<file path="src/rtl/dwm_pkg.sv">
// constants and types shared by the mode logic of the memory device
package dwm_pkg;

	localparam int          CLOCK_PERIOD_PS      = 10000;
	// mode update delay in picoseconds, plain default
	localparam int          MODE_UPDATE_DELAY_PS = 150000;
	localparam int          MODE_UPDATE_CYCLES   = (MODE_UPDATE_DELAY_PS + CLOCK_PERIOD_PS - 1) / CLOCK_PERIOD_PS;
	localparam int          MODE_REG_CYCLE_CYCLES = 8;
	localparam int          CAL_W                = 3;
	localparam int          CNT_W                = 16;

	// mode register one: leveling enable bit position
	localparam int          MR1_LEVEL_BIT        = 7;
	// mode register two: self refresh mode field
	localparam int          MR2_SREF_LO          = 6;
	localparam int          MR2_SREF_HI          = 7;
	localparam int          MR_W                 = 18;

	// self refresh thresholds in degrees celsius
	localparam logic [7:0]  TEMP_NORMAL_MAX      = 8'h55;
	localparam logic [7:0]  TEMP_EXTENDED_MAX    = 8'h5f;
	localparam logic [7:0]  TEMP_REDUCED_MAX     = 8'h2d;

	typedef enum logic [1:0] {
		DWM_SREF_NORMAL  = 2'h0,
		DWM_SREF_REDUCED = 2'h1,
		DWM_SREF_EXTENDED= 2'h2,
		DWM_SREF_AUTO    = 2'h3
	} dwm_sref_mode_e;

	// internal refresh rate codes
	typedef enum logic [1:0] {
		DWM_RATE_LOW,
		DWM_RATE_NORMAL,
		DWM_RATE_HIGH
	} dwm_rate_e;

endpackage : dwm_pkg

</file>
<file path="src/rtl/dwm_cal_delay.sv">
// shift line that delays the command and address by the programmed latency
`timescale 1ns/10ps
module dwm_cal_delay #(
	parameter int DATA_W = 24,
	parameter int DEPTH  = 8
) (
	input  wire logic                      clock,
	input  wire logic                      rst_n,
	input  wire logic [$clog2(DEPTH)-1:0]  latency,
	input  wire logic                      in_valid,
	input  wire logic [DATA_W-1:0]         in_data,
	output logic                           out_valid,
	output logic      [DATA_W-1:0]         out_data
);
	logic [DEPTH-1:0]  vld_q;
	logic [DATA_W-1:0] dat_q [DEPTH];

	// tap 0 is the cycle chip select was registered; tap n is n clocks later
	always_ff @(posedge clock or negedge rst_n) begin
		if (!rst_n) begin
			vld_q <= '0;
		end else begin
			vld_q <= {vld_q[DEPTH-2:0], in_valid};
		end
	end

	always_ff @(posedge clock) begin
		dat_q[0] <= in_data;
		for (int i = 1; i < DEPTH; i++) begin
			dat_q[i] <= dat_q[i-1];
		end
	end

	always_comb begin
		if (latency == '0) begin
			out_valid = in_valid;
			out_data  = in_data;
		end else begin
			out_valid = vld_q[latency-1'b1];
			out_data  = dat_q[latency-1'b1];
		end
	end
endmodule : dwm_cal_delay

</file>
<file path="src/rtl/dwm_modes.sv">
// write leveling feedback, command address latency and self refresh mode logic
`timescale 1ns/10ps
// What this block does
// - clock level sampled on strobe drives DQ
// - no read strobe driven during leveling feedback
// - DQ undefined until mode delay after exit
// - command taken latency clocks after chip select
// - receivers on across consecutive commands
// - spacing uses newly programmed latency
// - termination timing unaffected by latency
// - auto mode tracks temperature with rate
// - decode self refresh field 00/10/01/11
// - leveling follows mode register one bit
// - leveling ODT switches strobe termination only
module dwm_modes
	import dwm_pkg::*;
#(
	parameter int CAL_DEPTH = 8,
	parameter int DQ_W      = 8
) (
	input  wire logic                 clock,
	input  wire logic                 rst_n,
	input  wire logic                 cs_n,
	input  wire logic                 mrs_cmd,
	input  wire logic [1:0]           mrs_sel,
	input  wire logic [MR_W-1:0]      cmd_addr,
	input  wire logic                 cal_enable,
	input  wire logic [CAL_W-1:0]     cal_clocks,
	input  wire logic                 ck_level,
	input  wire logic                 strobe_rise,
	input  wire logic                 odt,
	input  wire logic                 sref_active,
	input  wire logic [7:0]           temperature,
	output logic                      cmd_valid,
	output logic [1+2+MR_W-1:0]       cmd_data,
	output logic                      ca_rcv_on,
	output logic                      level_mode,
	output logic [DQ_W-1:0]           dq_out,
	output logic [DQ_W-1:0]           dq_oe,
	output logic                      dq_defined,
	output logic                      strobe_oe,
	output logic                      strobe_term_on,
	output logic                      dq_term_on,
	output logic                      mode_busy,
	output dwm_rate_e                 sref_rate,
	output dwm_sref_mode_e            sref_mode
);
	import dwm_pkg::*;

	localparam int TOT_W = 1 + 2 + MR_W;

	logic               lat_valid;
	logic [TOT_W-1:0]   lat_data;
	logic               lat_mrs;
	logic [1:0]         lat_sel;
	logic [MR_W-1:0]    lat_addr;
	logic [CAL_W-1:0]   cal_eff;
	logic               cs_low_q;
	logic               level_q;
	logic               fb_q;
	logic [CNT_W-1:0]   undef_cnt_q;
	logic [CNT_W-1:0]   busy_cnt_q;
	logic [CAL_W-1:0]   cal_prog_q;
	logic               cal_en_q;
	dwm_sref_mode_e     sref_mode_q;
	dwm_rate_e          rate_q;

	//////////////////////////////////////////////////////////////////////////
	// command address latency
	assign cal_eff = cal_en_q ? cal_prog_q : '0;

	dwm_cal_delay #(
		.DATA_W (TOT_W),
		.DEPTH  (CAL_DEPTH)
	) u_delay (
		.clock     (clock),
		.rst_n     (rst_n),
		.latency   (cal_eff),
		.in_valid  (!cs_n),
		.in_data   ({mrs_cmd, mrs_sel, cmd_addr}),
		.out_valid (lat_valid),
		.out_data  (lat_data)
	);
	assign {lat_mrs, lat_sel, lat_addr} = lat_data;

	always_ff @(posedge clock or negedge rst_n) begin
		if (!rst_n) begin
			cmd_valid <= 1'b0;
			cmd_data  <= '0;
		end else begin
			cmd_valid <= lat_valid;
			cmd_data  <= lat_data;
		end
	end

	// receivers stay on while chip select is low, one clock after, and while the delayed command is valid; always on with latency off
	always_ff @(posedge clock or negedge rst_n) begin
		if (!rst_n) begin
			cs_low_q <= 1'b0;
		end else begin
			cs_low_q <= !cs_n;
		end
	end
	assign ca_rcv_on = !cal_en_q || !cs_n || cs_low_q || lat_valid;

	// latency settings come from the controller ports but only take on an mrs to register one
	always_ff @(posedge clock or negedge rst_n) begin
		if (!rst_n) begin
			cal_en_q   <= 1'b0;
			cal_prog_q <= '0;
		end else if (lat_valid && lat_mrs && lat_sel == 2'h1) begin
			cal_en_q   <= cal_enable;
			cal_prog_q <= cal_clocks;
		end
	end

	// busy window after a mode command, sized from the new latency value
	always_ff @(posedge clock or negedge rst_n) begin
		if (!rst_n) begin
			busy_cnt_q <= '0;
		end else if (lat_valid && lat_mrs) begin
			busy_cnt_q <= CNT_W'(MODE_UPDATE_CYCLES)
				+ (cal_enable ? CNT_W'(cal_clocks) : CNT_W'(0));
		end else if (busy_cnt_q != '0) begin
			busy_cnt_q <= busy_cnt_q - 1'b1;
		end
	end
	assign mode_busy = busy_cnt_q != '0;

	//////////////////////////////////////////////////////////////////////////
	// write leveling
	always_ff @(posedge clock or negedge rst_n) begin
		if (!rst_n) begin
			level_q <= 1'b0;
		end else if (lat_valid && lat_mrs && lat_sel == 2'h1) begin
			level_q <= lat_addr[MR1_LEVEL_BIT];
		end
	end
	assign level_mode = level_q;

	// sampled level held until the next rising strobe or exit
	always_ff @(posedge clock or negedge rst_n) begin
		if (!rst_n) begin
			fb_q <= 1'b0;
		end else if (!level_q) begin
			fb_q <= 1'b0;
		end else if (strobe_rise) begin
			fb_q <= ck_level;
		end
	end

	// after an exit mrs, dq is undefined for the mode update delay
	always_ff @(posedge clock or negedge rst_n) begin
		if (!rst_n) begin
			undef_cnt_q <= '0;
		end else if (lat_valid && lat_mrs && lat_sel == 2'h1 && level_q && !lat_addr[MR1_LEVEL_BIT]) begin
			undef_cnt_q <= CNT_W'(MODE_UPDATE_CYCLES);
		end else if (undef_cnt_q != '0) begin
			undef_cnt_q <= undef_cnt_q - 1'b1;
		end
	end

	assign dq_out     = {DQ_W{fb_q}};
	assign dq_oe      = {DQ_W{level_q}};
	assign dq_defined = level_q || undef_cnt_q == '0;
	assign strobe_oe  = 1'b0;
	// odt timing is applied by the external pipe unchanged by latency
	assign strobe_term_on = odt;
	assign dq_term_on     = odt && !level_q;

	//////////////////////////////////////////////////////////////////////////
	// self refresh mode
	always_ff @(posedge clock or negedge rst_n) begin
		if (!rst_n) begin
			sref_mode_q <= DWM_SREF_NORMAL;
		end else if (lat_valid && lat_mrs && lat_sel == 2'h2 && !sref_active) begin
			sref_mode_q <= dwm_sref_mode_e'(lat_addr[MR2_SREF_HI:MR2_SREF_LO]);
		end
	end
	assign sref_mode = sref_mode_q;

	// rate fixed at entry in manual modes; auto mode tracks temperature
	always_ff @(posedge clock or negedge rst_n) begin
		if (!rst_n) begin
			rate_q <= DWM_RATE_NORMAL;
		end else if (sref_mode_q == DWM_SREF_AUTO) begin
			if (temperature > TEMP_NORMAL_MAX) begin
				rate_q <= DWM_RATE_HIGH;
			end else if (temperature <= TEMP_REDUCED_MAX) begin
				rate_q <= DWM_RATE_LOW;
			end else begin
				rate_q <= DWM_RATE_NORMAL;
			end
		end else if (!sref_active) begin
			unique case (sref_mode_q)
				DWM_SREF_NORMAL:   rate_q <= DWM_RATE_NORMAL;
				DWM_SREF_EXTENDED: rate_q <= DWM_RATE_HIGH;
				DWM_SREF_REDUCED:  rate_q <= DWM_RATE_LOW;
				DWM_SREF_AUTO:     rate_q <= DWM_RATE_NORMAL;
			endcase
		end
	end
	assign sref_rate = rate_q;

	//////////////////////////////////////////////////////////////////////////
	// checks
	a_feedback_hold: assert property (@(posedge clock) disable iff (!rst_n)
		level_q && !strobe_rise |=> fb_q == $past(fb_q)) else $error("feedback changed without strobe");
	a_feedback_take: assert property (@(posedge clock) disable iff (!rst_n)
		level_q && strobe_rise |=> dq_out[0] == $past(ck_level) || !level_q) else $error("feedback not sampled");
	a_no_strobe: assert property (@(posedge clock) disable iff (!rst_n)
		level_q |-> !strobe_oe) else $error("strobe driven in leveling");
	a_dq_term_off: assert property (@(posedge clock) disable iff (!rst_n)
		level_q |-> !dq_term_on) else $error("dq termination in leveling");
	a_cal_zero: assert property (@(posedge clock) disable iff (!rst_n)
		!cal_en_q && !cs_n |-> lat_valid) else $error("command not immediate");
	a_rcv_on_run: assert property (@(posedge clock) disable iff (!rst_n)
		!cs_n |-> ca_rcv_on) else $error("receivers off in command run");
	a_busy_load: assert property (@(posedge clock) disable iff (!rst_n)
		lat_valid && lat_mrs |=> busy_cnt_q == CNT_W'(MODE_UPDATE_CYCLES)
			+ ($past(cal_enable) ? CNT_W'($past(cal_clocks)) : CNT_W'(0))) else $error("busy window wrong");
	a_undef_window: assert property (@(posedge clock) disable iff (!rst_n)
		level_q && lat_valid && lat_mrs && lat_sel == 2'h1 && !lat_addr[MR1_LEVEL_BIT]
			|=> !dq_defined [*2]) else $error("dq defined too early");
	a_sref_hold: assert property (@(posedge clock) disable iff (!rst_n)
		sref_active && $past(sref_active) && sref_mode_q != DWM_SREF_AUTO |-> $stable(rate_q))
		else $error("rate changed in self refresh");
	c_level_feedback: cover property (@(posedge clock) disable iff (!rst_n) level_q && strobe_rise && ck_level);
	c_cal_cmd: cover property (@(posedge clock) disable iff (!rst_n) cal_en_q && lat_valid);
	c_auto_high: cover property (@(posedge clock) disable iff (!rst_n) sref_mode_q == DWM_SREF_AUTO && rate_q == DWM_RATE_HIGH);
endmodule : dwm_modes

</file>
<file path="config.mk">
export PLATFORM = sky130hd
export DESIGN_NAME = dwm_modes
export DESIGN_NICKNAME = d
export VERILOG_FILES = /design/src/rtl/dwm_pkg.sv /design/src/rtl/dwm_cal_delay.sv /design/src/rtl/dwm_modes.sv
export SDC_FILE = /design/constraint.sdc
export NUM_CORES = 1
export LEC_CHECK = 0
export BUFFER_PORTS_ARGS = -buffer_cell sky130_fd_sc_hd__buf_2
export CELL_PAD_IN_SITES_DETAIL_PLACEMENT = 1
export CELL_PAD_IN_SITES_GLOBAL_PLACEMENT = 1
export CORE_MARGIN = 2
export CORE_UTILIZATION = 24
export DETAILED_ROUTE_END_ITERATION = 10
export PLACE_DENSITY_LB_ADDON = 0.05
export SYNTH_ARGS = -nofsm -noshare
export SYNTH_HDL_FRONTEND = slang
export SYNTH_SLANG_ARGS = --single-unit
</file>
<file path="constraint.sdc">
create_clock -name clock -period 9.1 [get_ports clock]
set_clock_uncertainty 0.1 [all_clocks]
set_input_delay 0.455 -clock clock [delete_from_list [all_inputs] [get_ports clock]]
set_output_delay 0.455 -clock clock [all_outputs]
set_load 0.005 [all_outputs]
</file>
==> impl_metrics.ini <==
[status]
outcome = finished, final reports clean

[timing]
relSlewSlack = 0.2275
max_slew.worst_pin.slew_ns = 1.156
final-setup-viol-count = 0
fin_tns_setup_ns = 0
period_needed_ns = 5.141
fmax_mhz = 194.5
period_share = 0.5649
hold_viol = 0
rsz0062_at_grt = no
drv_slew = 0

[pwr]
p_seq_frac = 0.357
leakage_uw = 0.004177
power_density_nw_per_um2 = 382.8
comb_power_share = 0.361
p_clk_frac = 0.282
p_sw_frac = 0.3477
max-vdd-ir-drop_uv = 171.3
p_int_uw = 2509
power.total_uw = 3846
power.switching_uw = 1337

[route]
num_vias = 5000
antenna_left = 0
wl_per_cell_um = 15.91
remaining_drc_errors = 0
first_iter_violations = 99
viasPerCell = 4.209
drt_pass1_iterations = 4
totalWireLength_um = 18900

[layout]
nNetsFinal = 767
syn_to_final_growth_pct = 23.77
fin_area_um2 = 10050
final_cells = 1188
drive_gt1_frac = 0.2689
diodes = 0
final_cell_mix = dfxtp_1, buf_2, dfrtp_1
final_common_cell = dfxtp_1
final_util = 0.3004

[clocking]
cts_num_sinks = 240
clk_pin_slew_ns = 0.05
post_cts_resized = 0
cts_root_buffer = clkbuf_16
h-tree-depth = 1
clockBufferDepth = 3
clock_latency_ns = 0.54
cts-buffers-inserted = 29
cts_tree = built

[logic_synthesis]
async_reset_ff_frac = 0.3000
netlist_area_um2 = 8118
synth_cell_types = 61
ys_warn_count = 0
synth_edf_count = 0
synth_fp_nets = 663
avgSynthCellArea_um2 = 13.22
seq_area_frac_synth = 0.6364
synth_flop_cell = dfxtp_1
netlist_instances = 614
ys_ff_latch = 240

[die]
ios = 89
die_h_um = 187.9
core_region_area_um2 = 33450
die-area_um2 = 35310
initial_utilization = 0.2427
dieWidth_um = 187.9
rows = 67

[place]
hpwl_um = 11700
gp_congestion = 0.6991
port_buffers = 86
dp.cells = 1112
placed_area_um2 = 8910

[min_path]
hold_class = in -> reg

[setup_path]
critPathMaxFanout = 49
startpoint_type = flip-flop
critPathMaxStageDelay_ns = 0.86
crit_path_end_kind = flip-flop
critPathSlowestCell = and2_4
crit_top_cell = mux2_2
critPathRequiredTime_ns = 9.42
cp.arrival_ns = 5.46
crit_chain = and2_4 -> inv_2 -> ha_2 -> buf_4 -> mux2_2 -> a31oi_1 -> a2111oi_4 -> a2bb2oi_2 -> nand2_1 -> mux2_2
crit_type = reg -> reg

[global_routing]
grt_antenna_before_repair = 0
grt_overflow = 0
track_usage = 0.1092
grt_pass1_wl_um = 30620
grt_max_degree = 50
grt_pass1_vias = 5529

[job]
drv_cap = 0
[logic make-up (layout without fill, tap and decap cells)]
logic type / after synthesis / count (layout) / synth area share
AOI/OAI and AO/OA: 62 / 62 / 0.05394
xor gates and xnor gates: 26 / 26 / 0.02805
adders and majority gates: 9 / 9 / 0.01387
buffers and inverters: 50 / 176 / 0.03360
DFF: 240 / 240 / 0.6364
muxes: 61 / 61 / 0.1381
other: 1 / 1 / 0.0004619
and+or+nand+nor: 165 / 165 / 0.09556
[cell type report]
class | count | area (µm²)
Fill cell | 3591 | 23400
Clock buffer | 46 | 870.8
Sequential cell | 240 | 5166
Multi-Input combinational cell | 324 | 2686
Inverter | 11 | 41.29
Timing Repair Buffer | 112 | 685.7
Clock inverter | 7 | 36.28
Tap cell | 448 | 560.5
[through the flow]
step | hold slack (ns) | setup WS [ns]
2_1_floorplan | 0.05941 | 5.770
3_3_place_gp | 0.2286 | 3.676
3_5_place_dp | 0.2330 | 3.719
4_1_cts | 0.02100 | 3.699
5_1_grt | 0.04614 | 3.429
6_report | 0.05449 | 3.959
[path summary, 6_finish.rpt]
| kind | from | endpoint | slack [ns] | cells past startpoint |
|---|---|---|---|---|
| max | cal_en_q | cal_prog_q[2] | 3.96 | 10 |
| min | cal_clocks[0] | busy_cnt_q[0] | 0.05 | 2 |
| max reg2reg | cal_en_q | cal_prog_q[2] | 3.96 | 10 |
| min reg2reg | u_delay.dat_q[6][13] | u_delay.dat_q[7][13] | 0.24 | 0 |
| max in group asynchronous | rst_n | cmd_data[8] | 7.58 | 3 |
| min in group asynchronous | rst_n | sref_rate[1] | 0.30 | 2 |
[layer usage]
metal	GRT usage	wire length [µm]	part of all wire	vias up
met5	0	0	0	-
met4	0.03574	478	0.025	0
met3	0.02265	816	0.043	35
met2	0.1825	8894	0.47	91
met1	0.1412	8709	0.46	2513
li1	-	-	-	2361
[cells in the mapped netlist (2+ instances only)]
master	number	area (µm²)
mux4_2	39	878.3
nor4b_1	2	17.52
a21o_1	2	15.01
o31ai_1	2	15.01
nor4_1	5	31.28
mux2i_1	10	100.1
xor2_1	10	87.58
buf_2	5	25.02
buf_1	2	7.510
nor2_1	51	191.4
dfrtp_1	71	1777
clkbuf_1	12	45.04
mux2_4	2	30.03
o21ai_0	10	50.05
inv_1	10	37.54
nor3b_1	2	15.01
nand2b_1	2	12.51
a31oi_1	24	150.1
buf_4	19	142.6
nand2_1	64	240.2
ha_1	9	112.6
nor3_1	10	50.05
or2_2	2	12.51
xnor2_1	16	140.1
nand4b_1	2	17.52
nand4_1	5	31.28
nor2b_1	3	18.77
a21boi_0	2	15.01
a211o_1	2	17.52
mux2_2	9	101.4
a21oi_1	7	35.03
or4_1	3	22.52
a31o_2	2	17.52
nand3_1	4	20.02
dfxtp_1	168	3363
[power groups by stage]
stage / Sequential (µW) / Clock (µW) / Combinational [µW]
after global placement: 1390 / 0 / 1430
after floorplan: 1360 / 0 / 1030
final: 1370 / 1080 / 1390
after detailed placement: 1400 / 0 / 1430
after global routing: 1400 / 1180 / 1560
after CTS: 1380 / 1130 / 1450
[repair_timing]
action	CTS	global route
endpoints found under the setup margin	0	0
buffers inserted	0	0
hold buffers	23	0
hold endpoints to repair	46	0
[registers in the layout, summed over array words and instances (netlist names)]
register and cells:
u_delay.dat_q 168, u_delay.vld_q 8, undef_cnt_q 16, level_mode 1, cmd_valid 1, cal_prog_q 3, cal_en_q 1, sref_rate 2
fb_q 1, cmd_data 21, sref_mode 2, busy_cnt_q 16
[worst max-delay path, delay by kind of cell (launching register included)]
family          cells  cell delay [ns]
buf+inv             2             0.77
simple gates        2             1.29
mux                 2             0.69
flops               1             0.61
fa+ha+maj           1             0.36
compound gates      3             1.16
Note: power is estimated with default switching activity, not from simulation.
